[src/hw/isa_bridge_defs.svh]
// address map, field positions and reset values of the expansion bridge
`ifndef ISA_BRIDGE_DEFS_SVH
`define ISA_BRIDGE_DEFS_SVH
`define IO_AW              16
`define MEM_AW             20
`define REG_LED_CONTROL    16'h01d0
`define REG_PRODUCT_REV    16'h01d1
`define REG_JUMPER_STATUS  16'h01d2
`define REG_RSVD_LO        16'h01d3
`define REG_RSVD_HI        16'h01d7
`define REG_SPI_LO         16'h01d8
`define REG_SPI_HI         16'h01dd
`define REG_IRQ_ROUTE      16'h01de
`define LED_BIT            7
`define LED_RESET          1'b0
`define PRODUCT_CODE_MSB   7
`define PRODUCT_CODE_LSB   3
`define CIRC_REV_MSB       2
`define CIRC_REV_LSB       0
`define IO_FWD_COUNT       7
`define IO_FWD_LO0         16'h0100
`define IO_FWD_HI0         16'h01cf
`define IO_FWD_LO1         16'h01df
`define IO_FWD_HI1         16'h01ef
`define IO_FWD_LO2         16'h0200
`define IO_FWD_HI2         16'h036f
`define IO_FWD_LO3         16'h03e8
`define IO_FWD_HI3         16'h03ef
`define IO_FWD_LO4         16'h03f8
`define IO_FWD_HI4         16'h047f
`define IO_FWD_LO5         16'h0490
`define IO_FWD_HI5         16'h04cf
`define IO_FWD_LO6         16'h04d2
`define IO_FWD_HI6         16'h0aff
`define SER_PORT_COUNT     4
`define SER1_BASE          16'h03f8
`define SER2_BASE          16'h02f8
`define SER3_BASE          16'h03e8
`define SER4_BASE          16'h02e8
`define SER_SPAN_MASK      16'hfff8
`define MEM_SYS_RAM_HI     20'h9ffff
`define MEM_VID_RAM_HI     20'hbffff
`define MEM_VID_BIOS_LO    20'hc0000
`define MEM_VID_BIOS_HI    20'hcffff
`define MEM_EXP_LO         20'hd0000
`define MEM_EXP_HI         20'hdbfff
`define MEM_RSVD_HI        20'hdffff
`define MEM_SYS_BIOS_LO    20'he0000
`define SHADOW_BLOCKS      16
`define SHADOW_BLK_SHIFT   14
`define IRQ_EXP_COUNT      4
`endif

[src/hw/isa_bridge_pkg.sv]
// types shared by the expansion bridge
package isa_bridge_pkg;
  typedef enum logic [2:0] {
    MR_SYS_RAM, MR_VID_RAM, MR_VID_BIOS, MR_EXPANSION, MR_RESERVED, MR_SYS_BIOS
  } mem_region_e;
  typedef struct packed {
    logic        io;
    logic        mem;
    logic        rd;
    logic        wr;
    logic [19:0] addr;
    logic [7:0]  wdata;
    logic        wide;
  } host_cycle_s;
  typedef struct packed {
    logic        io_fwd;
    logic        mem_fwd;
    logic        onboard;
    logic        shadow_hit;
    logic        force_8bit;
    mem_region_e region;
  } decode_s;
  typedef struct packed {
    logic       led_r;
    logic [7:0] rdata_r;
    logic       rvalid_r;
  } bridge_state_s;
endpackage

[src/hw/isa_expansion_decode_board_regs.sv]
// host to expansion bus decoder with board control and product registers
// Summary of operation
// - forward host io cycles in the seven listed ranges to expansion bus
// - forward a serial port's range when that on-board port is disabled
// - forward memory d0000h-dbfffh to expansion bus, byte-wide transfers only
// - pass expansion irq 3, 4, 5, 10 to controller only when each enabled
// - an enabled expansion irq is not shared with an on-board source
// - no dma service; expansion dma requests never acknowledged
// - decode lower megabyte into ram, video, bios, expansion and reserved regions
// - blocks c0000h-fffffh shadow into ram per configuration enable
// - on-board registers at 1d0h-1deh claimed in io space
// - disabled on-board devices release their io; all registers at 1d0h-1deh stay claimed
// - control register bit 7 switches led on (1) or off (0)
// - control bits 6-0 have no function and drive no output
// - product register bits 7-3 return fixed product code, read only
// - product register bits 2-0 return fixed circuit revision, ignore writes
// - exactly four non-shared expansion irqs
`include "isa_bridge_defs.svh"
module isa_expansion_decode_board_regs
  import isa_bridge_pkg::*;
#(
  parameter logic [4:0] PRODUCT_CODE = 5'h1a, // arbitrary value
  parameter logic [2:0] CIRCUIT_REV  = 3'h4   // arbitrary value
)(
  // clock and reset
  input  wire logic                          i_clk,
  input  wire logic                          i_sys_rst,
  input  wire logic                          i_clk_en,
  // host cycle
  input  wire host_cycle_s                   i_host,
  // configuration settings
  input  wire logic [`SER_PORT_COUNT-1:0]    i_ser_enable,
  input  wire logic                          i_onboard_dev_en,
  input  wire logic [`SHADOW_BLOCKS-1:0]     i_shadow_en,
  input  wire logic [`IRQ_EXP_COUNT-1:0]     i_irq_enable,
  input  wire logic [`IRQ_EXP_COUNT-1:0]     i_onboard_irq_use,
  // expansion side
  input  wire logic [`IRQ_EXP_COUNT-1:0]     i_exp_irq,
  input  wire logic                          i_exp_dma_req,
  output logic                               o_exp_dma_ack,
  output logic                               o_exp_io_sel,
  output logic                               o_exp_mem_sel,
  output logic                               o_exp_8bit,
  // decode results
  output logic                               o_onboard_sel,
  output logic                               o_shadow_hit,
  output mem_region_e                        o_region,
  output logic [`IRQ_EXP_COUNT-1:0]          o_irq_to_pic,
  output logic [`IRQ_EXP_COUNT-1:0]          o_irq_conflict,
  // register read and led
  output logic [7:0]                         o_rdata,
  output logic                               o_rvalid,
  output logic                               o_led
);
  bridge_state_s state_r;
  bridge_state_s state_nxt;
  decode_s       dec;
  logic [`IO_AW-1:0] io_addr;
  logic [`IO_FWD_COUNT-1:0] io_hit;
  logic [`SER_PORT_COUNT-1:0] ser_hit;
  logic [`IO_AW-1:0] fwd_lo [`IO_FWD_COUNT];
  logic [`IO_AW-1:0] fwd_hi [`IO_FWD_COUNT];
  logic [`IO_AW-1:0] ser_base [`SER_PORT_COUNT];
  logic reg_space;
  logic ser_claim;
  logic ser_free;
  logic [3:0] blk;

  assign fwd_lo = '{`IO_FWD_LO0, `IO_FWD_LO1, `IO_FWD_LO2, `IO_FWD_LO3,
                    `IO_FWD_LO4, `IO_FWD_LO5, `IO_FWD_LO6};
  assign fwd_hi = '{`IO_FWD_HI0, `IO_FWD_HI1, `IO_FWD_HI2, `IO_FWD_HI3,
                    `IO_FWD_HI4, `IO_FWD_HI5, `IO_FWD_HI6};
  assign ser_base = '{`SER1_BASE, `SER2_BASE, `SER3_BASE, `SER4_BASE};
  assign io_addr = i_host.addr[`IO_AW-1:0];

  genvar gi;
  generate
    for (gi = 0; gi < `IO_FWD_COUNT; gi++)
    begin : g_fwd
      assign io_hit[gi] = (io_addr >= fwd_lo[gi]) && (io_addr <= fwd_hi[gi]);
    end
    for (gi = 0; gi < `SER_PORT_COUNT; gi++)
    begin : g_ser
      assign ser_hit[gi] = (io_addr & `SER_SPAN_MASK) == ser_base[gi];
    end
  endgenerate

  // a port range is free only when every enabled port leaves it alone
  assign ser_free  = |(ser_hit & ~i_ser_enable);
  assign ser_claim = |(ser_hit & i_ser_enable);
  assign reg_space = (io_addr >= `REG_LED_CONTROL) && (io_addr <= `REG_IRQ_ROUTE);
  assign blk = i_host.addr[`SHADOW_BLK_SHIFT+3:`SHADOW_BLK_SHIFT];

  always_comb
  begin
    dec = '0;
    dec.region = MR_SYS_RAM;
    if (i_host.addr <= `MEM_SYS_RAM_HI)
      dec.region = MR_SYS_RAM;
    else if (i_host.addr <= `MEM_VID_RAM_HI)
      dec.region = MR_VID_RAM;
    else if (i_host.addr <= `MEM_VID_BIOS_HI)
      dec.region = MR_VID_BIOS;
    else if (i_host.addr <= `MEM_EXP_HI)
      dec.region = MR_EXPANSION;
    else if (i_host.addr <= `MEM_RSVD_HI)
      dec.region = MR_RESERVED;
    else
      dec.region = MR_SYS_BIOS;
    if (i_host.io)
    begin
      // board registers and claimed ports win over expansion
      dec.onboard = reg_space || (ser_claim && i_onboard_dev_en);
      dec.io_fwd  = !dec.onboard && ((|io_hit && !ser_claim) || ser_free);
    end
    else if (i_host.mem)
    begin
      dec.shadow_hit = (i_host.addr >= `MEM_VID_BIOS_LO) && i_shadow_en[blk];
      dec.mem_fwd    = (dec.region == MR_EXPANSION) && !dec.shadow_hit;
      dec.force_8bit = dec.mem_fwd;
    end
  end

  assign o_exp_io_sel  = dec.io_fwd && (i_host.rd || i_host.wr);
  assign o_exp_mem_sel = dec.mem_fwd && (i_host.rd || i_host.wr);
  assign o_exp_8bit    = dec.force_8bit;
  assign o_onboard_sel = dec.onboard;
  assign o_shadow_hit  = dec.shadow_hit;
  assign o_region      = dec.region;
  // sharing blocked: an on-board user of a line masks the card's request
  assign o_irq_to_pic   = i_exp_irq & i_irq_enable & ~i_onboard_irq_use;
  assign o_irq_conflict = i_irq_enable & i_onboard_irq_use;
  assign o_exp_dma_ack  = 1'b0 & i_exp_dma_req;

  always_comb
  begin
    state_nxt = state_r;
    state_nxt.rvalid_r = 1'b0;
    if (i_host.io && i_host.wr && io_addr == `REG_LED_CONTROL)
      state_nxt.led_r = i_host.wdata[`LED_BIT];
    if (i_host.io && i_host.rd && reg_space)
    begin
      state_nxt.rvalid_r = 1'b1;
      case (io_addr)
        `REG_LED_CONTROL: state_nxt.rdata_r = {state_r.led_r, 7'h00};
        `REG_PRODUCT_REV: state_nxt.rdata_r = {PRODUCT_CODE, CIRCUIT_REV};
        default:          state_nxt.rdata_r = 8'h00;
      endcase
    end
  end

  always_ff @(posedge i_clk or posedge i_sys_rst)
  begin
    if (i_sys_rst)
    begin
      state_r <= '0;
      state_r.led_r <= `LED_RESET;
    end
    else if (i_clk_en)
      state_r <= state_nxt;
  end

  assign o_led    = state_r.led_r;
  assign o_rdata  = state_r.rdata_r;
  assign o_rvalid = state_r.rvalid_r;
endmodule

[config.mk]
export PLATFORM = sky130hd
export DESIGN_NAME = isa_expansion_decode_board_regs
export DESIGN_NICKNAME = d
export VERILOG_FILES = /design/src/hw/isa_bridge_pkg.sv /design/src/hw/isa_expansion_decode_board_regs.sv
export VERILOG_INCLUDE_DIRS = /design/src /design/src/hw
export SDC_FILE = /design/constraint.sdc
export NUM_CORES = 1
export LEC_CHECK = 0
export ABC_CLOCK_PERIOD_IN_PS = 2020
export BUFFER_PORTS_ARGS = -buffer_cell sky130_fd_sc_hd__buf_2
export CORE_UTILIZATION = 33
export CTS_CLUSTER_SIZE = 12
export DETAILED_ROUTE_END_ITERATION = 10
export PLACE_DENSITY = 0.82
export SYNTH_ARGS = -nofsm -noshare
export SYNTH_HDL_FRONTEND = slang
export SYNTH_SLANG_ARGS = --single-unit
export TNS_END_PERCENT = 10
[constraint.sdc]
create_clock -name i_clk -period 2.02 [get_ports i_clk]
set_input_delay 0.303 -clock i_clk [delete_from_list [all_inputs] [get_ports i_clk]]
set_output_delay 0.303 -clock i_clk [all_outputs]
set_load 0.01 [all_outputs]
# Yosys cells after proc, flatten, opt, wreduce, memory -nomap -nowiden
# Cells that the tools add are included.
classes:
  order_cmp: 23
  eq_ne: 7
  n_mux: 15
  bitwise: 7
  n_reduce_logical: 30
op_table:
  columns: ["operator", "n"]
  rows:
  - ["less-or-equal comparator 20 bit (second input constant)", 5]
  - ["equality test 13 x 7 -> 1 bit (second input constant)", 4]
  - [">= comparator 16 x 10 -> 1 bit (second input constant)", 3]
  - [">= comparator 16 x 9 -> 1 bit (second input constant)", 3]
  - ["less-or-equal comparator 16 x 9 -> 1 bit (second input constant)", 3]
  - ["equality test 16 x 9 -> 1 bit (second input constant)", 2]
  - [">= comparator 16 x 11 -> 1 bit (second input constant)", 2]
  - ["less-or-equal comparator 16 x 10 -> 1 bit (second input constant)", 2]
  - ["less-or-equal comparator 16 x 11 -> 1 bit (second input constant)", 2]
  - ["bitwise AND 4 bit", 5]
  - [">= comparator 20 bit (second input constant)", 1]
  - ["logical AND 1 bit", 19]
  - ["less-or-equal comparator 16 x 12 -> 1 bit (second input constant)", 1]
  - ["one-hot mux 8 bit (2 select lines)", 1]
  - ["2-to-1 mux 3 bit", 4]
  - ["inverter 4 bit", 2]
  - ["OR reduction 4 bit", 2]
  - ["2-to-1 mux 1 bit", 7]
  - ["OR reduction 7 bit", 1]
  - ["less-than comparator 4 x 5 -> 1 bit (second input constant)", 1]
  - ["binary-select mux 1 bit (select 4 bit)", 1]
  - ["2-to-1 mux 2 bit", 2]
  - ["AND reduction 2 bit", 2]
  - ["equality test 3 x 2 -> 1 bit (second input constant)", 1]
  - ["other kinds (2)", 6]
totals:
  register_bits: 10
  output_inout_bits: 27

# Logic depth before layout (Yosys ltp)
logic_depth:
  word_depth: 11
  mapped_depth: 6

# Worst setup path before layout
# OpenSTA, ideal clock, no wires.
synth_path:
  path_kind: "input port to output port"
  from: "input port i_host[23] in the netlist's numbering"
  to: "output port o_exp_mem_sel"
  arrival_ns: 1.710
  required_ns: 1.717
  setup_slack_ns: 0.007
  path_stages: 4
  n_path_buf: 1
  path_cell_list: "buf_6 mux4_1 nor4_1 o21a_1"
synth_via:
  elab_chain_cells: 11
  elab_cells_between_ends: 20
synth_rtl:
  columns: ["element", "line", "rtl"]
  rows:
  - ["from (decl)", "isa_expansion_decode_board_regs.sv:30", "input wire host_cycle_s i_host,"]
  - ["less-or-equal comparator 20 bit (no line)", null, null]
  - ["2-to-1 mux 1 bit", "isa_expansion_decode_board_regs.sv:106", "else if (i_host.addr <= `MEM_RSVD_HI)"]
  - ["2-to-1 mux 3 bit", "isa_expansion_decode_board_regs.sv:104", "else if (i_host.addr <= `MEM_EXP_HI)"]
  - ["2-to-1 mux 3 bit", "isa_expansion_decode_board_regs.sv:102", "else if (i_host.addr <= `MEM_VID_BIOS_HI)"]
  - ["2-to-1 mux 3 bit", "isa_expansion_decode_board_regs.sv:100", "else if (i_host.addr <= `MEM_VID_RAM_HI)"]
  - ["2-to-1 mux 3 bit", "isa_expansion_decode_board_regs.sv:98", "if (i_host.addr <= `MEM_SYS_RAM_HI)"]
  - ["equality test 3 x 2 -> 1 bit", "isa_expansion_decode_board_regs.sv:119", "dec.mem_fwd = (dec.region == MR_EXPANSION) && !dec.shadow_hit;"]
  - ["logical AND 1 bit (*)", "isa_expansion_decode_board_regs.sv:119", null]
  - ["2-to-1 mux 1 bit (*)", "isa_expansion_decode_board_regs.sv:116", "else if (i_host.mem)"]
  - ["2-to-1 mux 1 bit (*)", "isa_expansion_decode_board_regs.sv:110", "if (i_host.io)"]
  - ["logical AND 1 bit (*)", "isa_expansion_decode_board_regs.sv:125", "assign o_exp_mem_sel = dec.mem_fwd && (i_host.rd || i_host.wr);"]
  - ["to (decl)", "isa_expansion_decode_board_regs.sv:42", "output logic o_exp_mem_sel,"]
# Mark *: on every way between the ends. The rest lies on a longest branch, timed or not. The select of a mux whose other input is x is not followed.

# Final worst setup path
layout_path:
  from: "input port i_host[23] in the netlist's numbering"
  to: "output port o_shadow_hit"
layout_via:
  elab_chain_cells: 5
  elab_cells_between_ends: 6
layout_rtl:
  columns: ["element", "line", "rtl"]
  rows:
  - ["parallel branches: the longest is 2 deep, another holds >= comparator 20 bit", null, null]
  - ["logical AND 1 bit (*)", "isa_expansion_decode_board_regs.sv:118", "dec.shadow_hit = (i_host.addr >= `MEM_VID_BIOS_LO) && i_shadow_en[blk];"]
  - ["2-to-1 mux 2 bit (*)", "isa_expansion_decode_board_regs.sv:116", null]
  - ["2-to-1 mux 2 bit (*)", "isa_expansion_decode_board_regs.sv:110", null]
  - ["to (decl)", "isa_expansion_decode_board_regs.sv:46", "output logic o_shadow_hit,"]
# Every way passes the cells marked *. The select of a mux whose other input is x is not followed.

==> metrics.txt <==
layout cells sized above 1 57.0%; core area 0.00225 mm²; initial antenna violation count 0; final setup fails 0; largest net degree at the start of global routing 7; H-tree levels 1; Antenna Nets Post-Route 0; CP endpoint kind output port; fin crit share 97.4%; crit-path max FO 6; R2R setup slack 1.20 ns; Nets 258; number of distinct library cells after synthesis 37; Worst Hold End o_led$_DFFE_PP0P_; I/O Pins 97; Area growth syn-to-layout 59.8%; post-DR vias/cell 4.92; utilization after layout 57.2%; combinational fraction of design power 51.1%; sequential power share 23.0%; first-pass GRT wire length 3600 µm; worst-path cell chain buf_12 > mux4_2 > mux4_2 > nor2b_4 > buf_2; worst hold path class in2reg; synth warn 0; Crit path required time 1.72 ns; cell with the most instances after synthesis nor2_1; f_max 0.508 GHz; CTS buffer count 3; worst r2r dst o_led$_DFFE_PP0P_; clk_skew 0.0000237 ns; all-layer global routing usage 17.5%; TNS Setup 0 ns; kind of critical path in2out; clk root buf clkbuf_4; maxcap violations 0; latest clock arrival within the worst-skew pair 0.22 ns; drt initial violations 29; Starting Density 35.8%; part of the power in the clock network 25.9%; switching pwr 105 µW; post-synthesis async set-or-reset flop share 100%; reg2reg start o_led$_DFFE_PP0P_; Detail Placement HPWL 1990 µm; crit-path max cell delay 0.50 ns; WL final 2290 µm; Synth area leader mux4_1; Power per Cell Area 273 mW/mm²; RSZ-0062 raised after global routing false; cell mode on critical path mux4_2; vias in the first global route 920; leakage 0.000701 µW; CP bufs+invs 2; worst hold stages 2; CTS clk-pin slew, worst paths 0.03 ns; Post-Synthesis Cells 98; die height 51.5 µm; register area share after synthesis 12.4%; Peak VDD IR 0.000333 V; Worst EP arrival 1.66 ns; number of remaining DRC errors 0; Synth top cells by count nor2_1 (12), nand2_1 (11), buf_4 (7); port buffer count 82; Hold Vio Cnt, Final 0; row count 17; worst r2r path cells 1; Antenna diodes 0; synthesized area 807 µm²; hold_sp i_host[8]; routability congestion estimate 0.799; Mean Syn Cell Area 8.23 µm²; status completed; finished layout cell area 0.00129 mm²; drt pass-1 iters 4; Critical-path top delay cell mux4_2; Pins Over Slew Limit 0; maximum root-to-sink buffer count 2; CTS tree done; Area contributors post-synth mux4_1 (13%), dfrtp_1 (12%), buf_4 (6.5%); delay-heaviest family, CP multiplexers; chip width 51.5 µm; dominant synthesized flop cell dfrtp_1; WL per Instance 10.7 µm; vias post-DR 1053; Die ar. 0.00265 mm²; flip-flop and latch count after synthesis 4; internal power 246 µW; Post-synth EDFFs 0; clk sink count 4; Design Power 352 µW; share of the synthesized area in the top cell type 13.0%; post-layout minimum cycle time 1.97 ns; CP startpoint kind input port; total grt overflow 0; Post-Place Cell Area 0.00124 mm²; Sw Ratio 30.0%
-- layer usage --
layer	track usage, %	wire (µm)
met2	33.1	1160
met1	20.5	931
met3	3.27	205
met4	2.70	0
met5	0	0
-- cells by family after synthesis --
logic type / Yosys count / synth area share, %
simple gates: 57 / 43.3
mux: 9 / 22.5
buf+inv: 14 / 10.9
other cells: 1 / 0.465
flops: 4 / 12.4
compound gates: 13 / 10.5
-- power by group through the flow --
stage	sequential (µW)	clock, µW	combinational (µW)
after CTS	80.8	94.0	176
after floorplan	81.8	0	82.4
after global placement	81.7	0	167
after global routing	80.7	103	198
final	80.8	91.1	180
after detailed placement	81.7	0	171
-- per-stage QoR --
| step | cells | hold slack, ns | worst slack [ns] |
|---|---|---|---|
| 2_1_floorplan | 102 | 0.0691 | 0.00715 |
| 6_report | 214 | 0.320 | 0.0530 |
| 5_1_grt | 214 | 0.310 | 0.0151 |
| 3_5_place_dp | 209 | 0.186 | -0.122 |
| 4_1_cts | 213 | 0.323 | 0.0173 |
| 3_3_place_gp | 209 | 0.185 | -0.0985 |
-- flip-flops by register name, summed over array words and instances, names as in the netlist --
name,count
o_rvalid,1
o_rdata,2
o_led,1
-- layout by cell type (no fill, tap or decap), drive strengths merged, types with 4 or more instances in the layout --
master  synthesis  routed
nand2          12      12
nor2b           5       5
mux4            6       6
nor4            4       4
and2            5       5
buf             8      89
nor2           12      12
o21ai           4       4
inv             5       5
conb            1       5
nand3           6       6
dfrtp           4       4
-- repair_timing --
| item | 4_1_cts | 5_1_grt |
|---|---|---|
| setup endpoints to repair | 2 | 2 |
| setup buffers | 0 | 1 |
| resized for setup | 5 | 4 |
| hold buffers | 1 | 0 |
| hold endpoints to repair | 4 | 0 |
| pin swaps | 0 | 2 |
-- how the worst max path moves through the flow --
stage          cells past startpoint       start       endpoint  slack (ns)
2_1_floorplan                      4  i_host[23]  o_exp_mem_sel       0.007
3_3_place_gp                       5  i_host[23]   o_shadow_hit        -0.1
3_5_place_dp                       5  i_host[23]   o_shadow_hit       -0.12
4_1_cts                            5  i_host[23]   o_shadow_hit        0.02
5_1_grt                            7  i_host[24]   o_exp_io_sel        0.02
6_report                           5  i_host[23]   o_shadow_hit        0.05
-- layout make-up --
type                            count  area (µm²)
Tap cell                           28        35.0
Multi-Input combinational cell     84         626
Clock buffer                        3        22.5
Timing Repair Buffer               90         488
Inverter                            5        18.8
Sequential cell                     4         100
Fill cell                         224         965
Note: power is estimated with default switching activity, not from simulation.
